<file path="config.mk">
export PLATFORM = sky130hd
export DESIGN_NAME = wps_sequencer
export DESIGN_NICKNAME = d
export VERILOG_FILES = /design/src/rtl/wps_pkg.sv /design/src/rtl/wps_sequencer.sv
export VERILOG_INCLUDE_DIRS = /design/src /design/src/rtl
export SDC_FILE = /design/constraint.sdc
export NUM_CORES = 2
export LEC_CHECK = 0
export BUFFER_PORTS_ARGS = -buffer_cell sky130_fd_sc_hd__buf_2
export CORE_ASPECT_RATIO = 1.75
export CORE_MARGIN = 3
export CORE_UTILIZATION = 35
export CTS_CLUSTER_DIAMETER = 150
export DETAILED_ROUTE_END_ITERATION = 8
export PLACE_DENSITY = 0.58
export SLEW_MARGIN = 20
export SYNTH_ARGS = -nofsm -noshare
export SYNTH_HDL_FRONTEND = slang
export SYNTH_HIERARCHICAL = 1
export SYNTH_SLANG_ARGS = --single-unit
</file>
<file path="constraint.sdc">
create_clock -name clk -period 9.34 [get_ports clk]
set_input_delay 1.868 -clock clk [delete_from_list [all_inputs] [get_ports clk]]
set_output_delay 1.868 -clock clk [all_outputs]
set_load 0.05 [all_outputs]
</file>
<file path="src/rtl/wps_defines.svh">
`ifndef WPS_DEFINES_SVH
`define WPS_DEFINES_SVH
////////////////////////////////////////////////////////////////////////////////
// register byte offsets
`define WPS_REG_CTRL 8'h00
`define WPS_REG_START 8'h04
`define WPS_REG_LENGTH 8'h08
`define WPS_REG_REPEAT 8'h0c
`define WPS_REG_MIX 8'h10
`define WPS_REG_CMD 8'h14
`define WPS_REG_STATUS 8'h18
`define WPS_REG_CUR_ADDR 8'h1c
`define WPS_REG_REP_LEFT 8'h20
`define WPS_REG_SEQ_CNT 8'h24
// sequence table window: 0x40 + 8*entry, start then length
`define WPS_SEQ_REGION 2'h1
////////////////////////////////////////////////////////////////////////////////
// control bit positions
`define WPS_CTRL_RUN 0
`define WPS_CTRL_MODE_LO 1
`define WPS_CTRL_MODE_HI 2
`define WPS_CTRL_CH_OE 3
`define WPS_CTRL_MK_OE 4
`define WPS_CTRL_MIX_EN 5
`define WPS_CTRL_SYNC_EN 6
`define WPS_CTRL_SLAVE 7
`define WPS_CTRL_TRIG_NEG 8
`define WPS_CTRL_RGATE 9
`define WPS_CTRL_W 10
// command bit positions
`define WPS_CMD_TRIG 0
`define WPS_CMD_EVENT 1
`define WPS_CMD_JUMP 2
`define WPS_CMD_TGT_LO 4
`define WPS_CMD_TGT_HI 5
////////////////////////////////////////////////////////////////////////////////
// data path and timing
`define WPS_QUARTER_LAST 2'h3
`define WPS_PTS_PER_WORD 3'h4
`define WPS_PT_W 10
`define WPS_SMP_W 8
`define WPS_MIX_FULL 9'h100
// reset values
`define WPS_CTRL_RST 10'h018
`define WPS_REP_RST 16'h0001
`define WPS_MIX_RST 8'h80
`define WPS_SEQ_CNT_RST 3'h1
`endif

</file>
<file path="src/rtl/wps_pkg.sv">
package wps_pkg;
	typedef enum logic [1:0] {WPS_CONT, WPS_TRIG, WPS_GATE, WPS_ENH} wps_mode_t;
	typedef enum logic {WPS_IDLE, WPS_PLAY} wps_state_t;
endpackage // wps_pkg

</file>
<file path="src/rtl/wps_sequencer.sv">
// Overview of operation
// - continuous mode loops waveform, ignores triggers
// - triggered mode plays repeat count times per trigger
// - gated mode outputs only while gate true
// - enhanced mode plays programmed segment order
// - remote commands ignored during synchronous operation
// - memory point holds sample plus two markers
// - start loads address and length counters
// - counters step at quarter sample rate
// - in triggered mode a nonzero repeat count plays that many times
// - enhanced mode steps segments on events
// - shift register serialises samples to dac
// - mixing sums weighted points of a, b
// - master supplies trigger, slave follows it
// - output enables live; run clear stops output
`include "wps_defines.svh"

////////////////////////////////////////////////////////////////////////////////
module wps_fifo #(
	parameter int WIDTH = 40,
	parameter int DEPTH = 32
) (
	input wire logic clk,
	input wire logic rst_n,
	input wire logic clr,
	input wire logic in_valid,
	output logic in_ready,
	input wire logic [WIDTH-1:0] in_data,
	output logic out_valid,
	input wire logic out_ready,
	output logic [WIDTH-1:0] out_data
);
	localparam int AW = $clog2(DEPTH);
	logic [WIDTH-1:0] mem [DEPTH];
	logic [AW-1:0] wr_ptr;
	logic [AW-1:0] rd_ptr;
	logic [AW:0] count;
	wire push = in_valid && in_ready;
	wire pop = out_valid && out_ready;
	assign in_ready = count != (AW+1)'(DEPTH);
	assign out_valid = count != '0;
	assign out_data = mem[rd_ptr];
	always_ff @(posedge clk) begin
		if (push)
			mem[wr_ptr] <= in_data;
	end
	always_ff @(posedge clk) begin
		if (!rst_n || clr) begin
			wr_ptr <= '0;
			rd_ptr <= '0;
			count <= '0;
		end else begin
			if (push)
				wr_ptr <= (wr_ptr == AW'(DEPTH-1)) ? '0 : wr_ptr + 1'b1;
			if (pop)
				rd_ptr <= (rd_ptr == AW'(DEPTH-1)) ? '0 : rd_ptr + 1'b1;
			count <= count + (AW+1)'(push) - (AW+1)'(pop);
		end
	end
endmodule // wps_fifo

////////////////////////////////////////////////////////////////////////////////
module wps_sequencer import wps_pkg::*; #(
	parameter int ADDR_W = 25,
	parameter int FIFO_DEPTH = 32,
	parameter int SEQ_N = 4
) (
	input wire logic clk,
	input wire logic rst_n,
	input wire logic [7:0] paddr,
	input wire logic psel,
	input wire logic penable,
	input wire logic pwrite,
	input wire logic [31:0] pwdata,
	output logic [31:0] prdata,
	output logic pready,
	output logic pslverr,
	input wire logic external_trigger_input,
	input wire logic ext_event_input,
	input wire logic force_trigger_btn,
	input wire logic force_event_btn,
	input wire logic sync_trigger_in,
	output logic sync_trigger_out,
	output logic mem_rd,
	output logic [ADDR_W-3:0] mem_addr,
	input wire logic [4*`WPS_PT_W-1:0] mem_data_a,
	input wire logic [4*`WPS_PT_W-1:0] mem_data_b,
	output logic [`WPS_SMP_W-1:0] dac_data,
	output logic dac_valid,
	output logic [1:0] marker_out,
	output logic channel_output_enable,
	output logic marker_output_enable
);
	localparam int WW = 4 * `WPS_PT_W;
	localparam int WA = ADDR_W - 2;

	function automatic logic [WW-1:0] mix_word(input logic [WW-1:0] a,
			input logic [WW-1:0] b, input logic [7:0] r);
		logic [17:0] acc;
		logic [WW-1:0] res;
		res = a;
		for (int i = 0; i < 4; i++) begin
			acc = 18'(a[i*`WPS_PT_W +: 8] * r) +
				18'(b[i*`WPS_PT_W +: 8] * (`WPS_MIX_FULL - {1'b0, r}));
			res[i*`WPS_PT_W +: 8] = acc[15:8];
		end
		return res;
	endfunction

	////////////////////////////////////////////////////////////////////////
	// registers and apb slave
	logic [`WPS_CTRL_W-1:0] ctrl;
	logic [ADDR_W-1:0] start_reg;
	logic [ADDR_W-1:0] len_reg;
	logic [15:0] rep_reg;
	logic [7:0] mix_ratio;
	logic [2:0] seq_cnt;
	logic [ADDR_W-1:0] seq_start [SEQ_N];
	logic [ADDR_W-1:0] seq_len [SEQ_N];
	wps_state_t state;
	logic [WA-1:0] addr_cnt;
	logic [WA-1:0] len_cnt;
	logic [15:0] rep_left;
	logic [1:0] seq_idx;
	logic event_seen;
	logic jump_pend;
	logic [1:0] jump_tgt;
	logic [1:0] phase;
	logic pending;
	logic fifo_in_ready;
	logic fifo_out_valid;
	logic [WW-1:0] fifo_out_data;
	logic [WW-1:0] sh_data;
	logic [2:0] sh_cnt;

	wire run = ctrl[`WPS_CTRL_RUN];
	wire wps_mode_t mode = wps_mode_t'(ctrl[`WPS_CTRL_MODE_HI:`WPS_CTRL_MODE_LO]);
	wire sync_en = ctrl[`WPS_CTRL_SYNC_EN];
	wire slave = sync_en && ctrl[`WPS_CTRL_SLAVE];
	wire wr_en = psel && penable && pwrite;
	wire seq_hit = paddr[7:6] == `WPS_SEQ_REGION && 32'(paddr[5:3]) < SEQ_N;
	wire [1:0] seq_sel = paddr[4:3];
	wire plain_hit = paddr <= `WPS_REG_SEQ_CNT && paddr[1:0] == 2'h0;
	wire addr_ok = plain_hit || (seq_hit && paddr[1:0] == 2'h0);
	wire cmd_wr = wr_en && paddr == `WPS_REG_CMD;
	wire [31:0] status = {27'h0, !fifo_out_valid, seq_idx, 1'b0,
		state == WPS_PLAY};
	logic [31:0] rd_mux;
	always_comb begin
		rd_mux = 32'h0;
		unique case (paddr)
			`WPS_REG_CTRL: rd_mux = 32'(ctrl);
			`WPS_REG_START: rd_mux = 32'(start_reg);
			`WPS_REG_LENGTH: rd_mux = 32'(len_reg);
			`WPS_REG_REPEAT: rd_mux = 32'(rep_reg);
			`WPS_REG_MIX: rd_mux = 32'(mix_ratio);
			`WPS_REG_STATUS: rd_mux = status;
			`WPS_REG_CUR_ADDR: rd_mux = 32'(addr_cnt);
			`WPS_REG_REP_LEFT: rd_mux = 32'(rep_left);
			`WPS_REG_SEQ_CNT: rd_mux = 32'(seq_cnt);
			default: if (seq_hit)
				rd_mux = paddr[2] ? 32'(seq_len[seq_sel]) : 32'(seq_start[seq_sel]);
		endcase
	end
	assign pready = 1'b1;
	assign pslverr = psel && penable && !addr_ok;

	always_ff @(posedge clk) begin
		if (!rst_n)
			prdata <= 32'h0;
		else if (psel && !penable && !pwrite)
			prdata <= rd_mux;
	end

	always_ff @(posedge clk) begin
		if (!rst_n) begin
			ctrl <= `WPS_CTRL_RST;
			start_reg <= '0;
			len_reg <= '0;
			rep_reg <= `WPS_REP_RST;
			mix_ratio <= `WPS_MIX_RST;
			seq_cnt <= `WPS_SEQ_CNT_RST;
			for (int i = 0; i < SEQ_N; i++) begin
				seq_start[i] <= '0;
				seq_len[i] <= '0;
			end
		end else if (wr_en) begin
			unique case (paddr)
				`WPS_REG_CTRL: ctrl <= pwdata[`WPS_CTRL_W-1:0];
				`WPS_REG_START: start_reg <= pwdata[ADDR_W-1:0];
				`WPS_REG_LENGTH: len_reg <= pwdata[ADDR_W-1:0];
				`WPS_REG_REPEAT: rep_reg <= pwdata[15:0];
				`WPS_REG_MIX: mix_ratio <= pwdata[7:0];
				`WPS_REG_SEQ_CNT: seq_cnt <= pwdata[2:0];
				default: if (seq_hit) begin
					if (paddr[2])
						seq_len[seq_sel] <= pwdata[ADDR_W-1:0];
					else
						seq_start[seq_sel] <= pwdata[ADDR_W-1:0];
				end
			endcase
		end
	end

	////////////////////////////////////////////////////////////////////////
	// pin synchronisers and trigger sources
	logic [4:0] pin_s1;
	logic [4:0] pin_s2;
	logic [4:0] pin_s3;
	always_ff @(posedge clk) begin
		if (!rst_n) begin
			pin_s1 <= '0;
			pin_s2 <= '0;
			pin_s3 <= '0;
		end else begin
			pin_s1 <= {sync_trigger_in, force_event_btn, ext_event_input,
				force_trigger_btn, external_trigger_input};
			pin_s2 <= pin_s1;
			pin_s3 <= pin_s2;
		end
	end
	wire tneg = ctrl[`WPS_CTRL_TRIG_NEG];
	wire ext_lvl = pin_s2[0] ^ tneg;
	wire ext_rise = ext_lvl && !(pin_s3[0] ^ tneg);
	wire [4:0] pin_rise = pin_s2 & ~pin_s3;
	wire remote_ok = !sync_en;
	wire remote_trig = cmd_wr && pwdata[`WPS_CMD_TRIG] && remote_ok;
	wire remote_event = cmd_wr && pwdata[`WPS_CMD_EVENT] && remote_ok;
	wire remote_jump = cmd_wr && pwdata[`WPS_CMD_JUMP] && remote_ok;
	wire trig_pulse = slave ? pin_rise[4] :
		(ext_rise || pin_rise[1] || remote_trig);
	wire gate = slave ? pin_s2[4] : (ext_lvl || pin_s2[1] ||
		(ctrl[`WPS_CTRL_RGATE] && remote_ok));
	wire event_pulse = pin_rise[2] || pin_rise[3] || remote_event;

	always_ff @(posedge clk) begin
		if (!rst_n)
			sync_trigger_out <= 1'b0;
		else
			sync_trigger_out <= sync_en && !slave &&
				(mode == WPS_GATE ? gate : trig_pulse);
	end

	////////////////////////////////////////////////////////////////////////
	// memory address control
	// quarter rate phase
	always_ff @(posedge clk) begin
		if (!rst_n)
			phase <= 2'h0;
		else
			phase <= phase + 2'h1;
	end
	wire qtick = phase == `WPS_QUARTER_LAST;
	wire gate_ok = mode != WPS_GATE || gate;
	wire step = run && state == WPS_PLAY && qtick && fifo_in_ready &&
		!pending && gate_ok;
	wire last = len_cnt == WA'(1);
	wire [1:0] idx_inc = (3'(seq_idx) + 3'h1 >= seq_cnt) ? 2'h0 :
		seq_idx + 2'h1;
	wire [1:0] next_idx = state == WPS_IDLE ? 2'h0 :
		jump_pend ? jump_tgt : event_seen ? idx_inc : seq_idx;
	wire enh = mode == WPS_ENH;
	wire [ADDR_W-1:0] load_addr = enh ? seq_start[next_idx] : start_reg;
	wire [ADDR_W-1:0] load_len = enh ? seq_len[next_idx] : len_reg;
	wire start_cond = mode == WPS_CONT ? 1'b1 :
		mode == WPS_GATE ? gate : trig_pulse;
	wire seg_end = step && last;
	wire consume = enh && seg_end;
	assign mem_rd = step;
	assign mem_addr = addr_cnt;

	always_ff @(posedge clk) begin
		if (!rst_n || !run) begin
			event_seen <= 1'b0;
			jump_pend <= 1'b0;
			jump_tgt <= 2'h0;
		end else begin
			event_seen <= event_pulse || (event_seen && !consume);
			jump_pend <= remote_jump || (jump_pend && !consume);
			if (remote_jump)
				jump_tgt <= pwdata[`WPS_CMD_TGT_HI:`WPS_CMD_TGT_LO];
		end
	end

	always_ff @(posedge clk) begin
		if (!rst_n || !run) begin
			state <= WPS_IDLE;
			addr_cnt <= '0;
			len_cnt <= '0;
			rep_left <= '0;
			seq_idx <= 2'h0;
		end else if (state == WPS_IDLE) begin
			if (start_cond) begin
				state <= WPS_PLAY;
				addr_cnt <= load_addr[ADDR_W-1:2];
				len_cnt <= load_len[ADDR_W-1:2];
				rep_left <= rep_reg;
				seq_idx <= next_idx;
			end
		end else if (seg_end) begin
			addr_cnt <= load_addr[ADDR_W-1:2];
			len_cnt <= load_len[ADDR_W-1:2];
			seq_idx <= next_idx;
			if (mode == WPS_TRIG) begin
				if (rep_left > 16'h1)
					rep_left <= rep_left - 16'h1;
				else
					state <= WPS_IDLE;
			end
		end else if (step) begin
			addr_cnt <= addr_cnt + WA'(1);
			len_cnt <= len_cnt - WA'(1);
		end
	end

	always_ff @(posedge clk) begin
		if (!rst_n)
			pending <= 1'b0;
		else
			pending <= step;
	end

	////////////////////////////////////////////////////////////////////////
	// sample buffer and serialiser
	// weighted a plus b
	wire [WW-1:0] fetched = ctrl[`WPS_CTRL_MIX_EN] ?
		mix_word(mem_data_a, mem_data_b, mix_ratio) : mem_data_a;
	wire sh_load = sh_cnt <= 3'h1 && gate_ok;
	wps_fifo #(
		.WIDTH(WW),
		.DEPTH(FIFO_DEPTH)
	) u_fifo (
		.clk(clk),
		.rst_n(rst_n),
		.clr(!run),
		.in_valid(pending && run),
		.in_ready(fifo_in_ready),
		.in_data(fetched),
		.out_valid(fifo_out_valid),
		.out_ready(sh_load),
		.out_data(fifo_out_data)
	);

	always_ff @(posedge clk) begin
		if (!rst_n || !run) begin
			sh_data <= '0;
			sh_cnt <= 3'h0;
		end else if (sh_load && fifo_out_valid) begin
			sh_data <= fifo_out_data;
			sh_cnt <= `WPS_PTS_PER_WORD;
		end else if (sh_cnt != 3'h0 && gate_ok) begin
			sh_data <= sh_data >> `WPS_PT_W;
			sh_cnt <= sh_cnt - 3'h1;
		end
	end

	wire emit = run && sh_cnt != 3'h0 && gate_ok;
	always_ff @(posedge clk) begin
		if (!rst_n) begin
			dac_data <= '0;
			marker_out <= 2'h0;
			dac_valid <= 1'b0;
			channel_output_enable <= 1'b0;
			marker_output_enable <= 1'b0;
		end else begin
			dac_valid <= emit;
			dac_data <= emit && ctrl[`WPS_CTRL_CH_OE] ? sh_data[7:0] : '0;
			marker_out <= emit && ctrl[`WPS_CTRL_MK_OE] ? sh_data[9:8] : 2'h0;
			channel_output_enable <= run && ctrl[`WPS_CTRL_CH_OE];
			marker_output_enable <= run && ctrl[`WPS_CTRL_MK_OE];
		end
	end
endmodule // wps_sequencer

</file>
==> impl_results.rst <==
.. list-table::
   :header-rows: 1

   * - Metric
     - Value
   * - Slew at the pin closest to its max-slew limit
     - ~1300 ps
   * - Leading register cell type out of synthesis
     - edfxtp_1
   * - Kind of end point of the critical path
     - register
   * - Global placement routability congestion
     - just over 0.9
   * - Type of element launching the critical path
     - register
   * - Launch instance of the worst min-delay path
     - phase[0]$_SDFF_PN0_
   * - Final hold slack
     - ~430 ps
   * - Post-synthesis register bit count
     - ~1.8k
   * - Vias/cell
     - about 5.6
   * - Worst hold path cell count
     - 1
   * - Share of cells above drive strength 1
     - between 10% and 20%
   * - Number of standard cells after synthesis
     - between 6k and 7k
   * - Clock share of power
     - between 40% and 50%
   * - Cell-internal power
     - 12.6 mW
   * - Std-Cell Rows
     - 246
   * - Worst setup timing slack at the placement stage
     - 1120 ps
   * - H-tree levels
     - 4
   * - DRC violation count after routing
     - 0
   * - Count of cells along the worst register-to-register path
     - 23
   * - Flip-flop count of the largest register after layout
     - around 1.3k
   * - Post-CTS Setup Repair Bufs
     - 0
   * - Commonest non-fill, non-tap cell in the layout
     - edfxtp_1
   * - Cell area after synthesis
     - a little over 90,000 um2
   * - Die X
     - roughly 400 um
   * - Sequential element share of the synthesized area
     - between 50% and 60%
   * - Largest buffer count on any clock path
     - 4
   * - Final antenna-violating net count
     - 0
   * - Slack of the worst reg-to-reg path
     - 1540 ps
   * - Count of nets after finishing
     - ~7.8k
   * - Total of cells resized after clock tree synthesis
     - 0
   * - 1st-iter DRT viols
     - roughly 5.2k
   * - Largest fanout on the critical path
     - 32
   * - Required time worst endpoint
     - between 9000 and 10,000 ps
   * - Arr. time, crit path
     - ~8300 ps
   * - Final-layout setup total negative slack
     - 0 ps
   * - IO Pins
     - slightly above 200
   * - Power Dens Cells
     - around 160 nW/um2
   * - Classification of the worst-slack hold path
     - register to register
   * - Count of unique library cells instantiated by Yosys
     - between 80 and 90
   * - Total wire length
     - about 280,000 um
   * - Reported net switching power
     - 3.45 mW
   * - Number of max-slew violations in the final report
     - 0
   * - Setup ws final
     - around 1500 ps
   * - Combined global-route utilization of all metal layers
     - between 20% and 30%
   * - Ys async rst share
     - 0%
   * - Total clock buffers created by CTS
     - between 150 and 200
   * - Total half-perimeter wirelength after legalization and detailed placement
     - 172,000 um
   * - Initial cell density of the core
     - 35.2%
   * - Largest registers ranked by flip-flop count
     - u_fifo/mem: 1280 flops, seq_len: 100 flops, seq_start: 100 flops
   * - Worst-Skew Late Latency
     - 820 ps
   * - Max-slew headroom
     - ~16%
   * - Largest clock skew in the final design
     - between 70 and 80 ps
   * - Run status
     - completed
   * - Average wire length per cell after detail routing
     - between 20 and 30 um
   * - First drt pass iteration count
     - 6
   * - Hold worst-path end
     - phase[0]$_SDFF_PN0_
   * - EDFF count, synth
     - ~1.5k
   * - Clock root cell
     - clkbuf_16
   * - Number of hold-repair buffers added at the cts stage
     - 0
   * - Unrepaired setup endpoints after global routing
     - no
   * - TritonCTS clock tree
     - done
   * - Static Leak
     - roughly 36 nW
   * - Fraction of power consumed by combinational cells
     - between 4 and 5%
   * - Register name with the most flops
     - u_fifo/mem
   * - Total number of yosys warnings
     - 6
   * - Placeable core region
     - approximately 260,000 um2
   * - Max Cap Viol
     - 0
   * - Power consumption
     - around 16 mW
   * - IR Drop Worst-Case VDD
     - 139 uV
   * - Number of antenna violations at the first check in global routing
     - 26
   * - Critical R2R Launch
     - mix_ratio[2]$_SDFFE_PN0P_
   * - Commonest cells after routing, fill and taps aside
     - 1,480 x edfxtp_1, 654 x nand2_1, 565 x inv_1
   * - Final number of hold-violating endpoints
     - 0
   * - Area growth syn-to-layout
     - 11.5%
   * - Wire length of the first global-routing pass
     - 405,000 um
   * - Highest Clock Rate
     - between 100 and 150 MHz
   * - Share of total power consumed by net switching
     - about 22%
   * - IO buf count
     - ~180
   * - Clk sink count
     - approximately 1.8k
   * - Filler instances
     - ~24k
   * - CTS clk-pin slew, worst paths
     - 60 ps
   * - Die Outline Area
     - roughly 270,000 um2
   * - Final min period
     - 7800 ps
   * - Period utilisation layout
     - between 80% and 90%
   * - Final Util
     - 39.3%
   * - Die height
     - around 680 um
   * - Classification of the worst setup path
     - register to register
   * - Average cell area after synthesis
     - between 10 and 15 um2
   * - Via count of the first global-routing pass
     - a little over 60k
   * - Global route total overflow
     - 0
   * - Final setup violating endpoints
     - 0
   * - Largest net degree at the start of global routing
     - 197
   * - Portion of total power attributed to sequential cells
     - a little over half
   * - Total number of vias
     - 58.2k
   * - Endpoint of the most critical register-to-register path
     - u_fifo/mem[7][17]$_DFFE_PP_
## per-layer routing
| metal | vias to the layer above | routed length [um] | track usage [%] |
|---|---|---|---|
| li1 | 25000 | - | - |
| met1 | 30000 | 96200 | 22.8 |
| met2 | 2384 | 150000 | 39.0 |
| met3 | 776 | 17300 | 2.59 |
| met4 | 4 | 15500 | 10.0 |
| met5 | - | 26 | 0 |
## critical path: stages, from the launching register on
cell       delay [ps]
dfxtp_2           320
nor2_1            270
nand2_1           210
nor3_1            470
xnor2_4           350
buf_4             350
nand2_1            90
fa_1              460
fa_1              510
inv_1              50
fa_1              560
fa_1              450
fa_1              500
inv_1              60
fa_1              480
inv_1              40
ha_1              250
o21ai_0           100
o2bb2ai_1         160
a211oi_1          530
nor3_1            170
o31ai_1           320
xnor2_1           160
mux2_2            610
## per-stage QoR
step / area (um2) / std cells
finish: 101000 / 10400
global route: 101000 / 10400
CTS: 101000 / 10400
detailed placement: 95600 / 10100
global placement: 95600 / 10100
floorplan: 90600 / 6886
## area by class of cell
type                            count  area, um2  share of cell area [%]
Multi-Input combinational cell   4135      37200                    36.9
Timing Repair Buffer              324       2040                    2.02
Clock buffer                      235       4760                    4.71
Inverter                          567       2130                    2.11
Antenna cell                       13       32.5                  0.0322
Clock inverter                     60        589                   0.584
Sequential cell                  1757      50000                    49.5
Tap cell                         3348       4190                    4.15
## power groups by stage
stage	combinational (mW)	clock (mW)	sequential, mW
4_1_cts	0.707	6.89	8.56
6_report	0.700	6.77	8.56
3_3_place_gp	0.690	0	8.73
2_1_floorplan	0.407	0	8.74
3_5_place_dp	0.700	0	8.73
5_1_grt	0.774	7.19	8.56
## cells in the mapped netlist, types with 123 or more instances
cell	number	area share, %
edfxtp_1	1480	49
nand2_1	661	2.7
inv_1	566	2.3
and2_1	469	3.2
fa_1	403	8.9
clkbuf_1	320	1.3
dfxtp_1	277	6.1
mux2_2	273	3.4
ha_1	268	3.7
a21oi_1	218	1.2
o21ai_0	204	1.1
mux4_2	186	4.6
nor2_1	180	0.75
nor3_1	123	0.68
## kinds of logic after synthesis
family,synth area share (%)
adders and majority gates,12.6
and+or+nand+nor,10.4
AOI/OAI and AO/OA,7.09
other,0.00829
xor gates and xnor gates,0.619
buffers and inverters,4.41
muxes,9.69
DFF,55.2
## worst max path at each step
stage / from / endpoint / slack [ps] / cells after the start
after floorplan: mem_data_a[15] / u_fifo/mem[0][13]$_DFFE_PP_ / 710 / 18
after detailed placement: mem_data_a[16] / u_fifo/mem[22][17]$_DFFE_PP_ / 1120 / 19
after global placement: mem_data_a[16] / u_fifo/mem[18][17]$_DFFE_PP_ / 1180 / 19
final: mix_ratio[2]$_SDFFE_PN0P_ / u_fifo/mem[7][17]$_DFFE_PP_ / 1540 / 23
after CTS: mix_ratio[2]$_SDFFE_PN0P_ / u_fifo/mem[5][17]$_DFFE_PP_ / 1420 / 23
after global routing: mix_ratio[0]$_SDFFE_PN0P_ / u_fifo/mem[12][17]$_DFFE_PP_ / 1100 / 24
(Power assumes the default switching activity.)
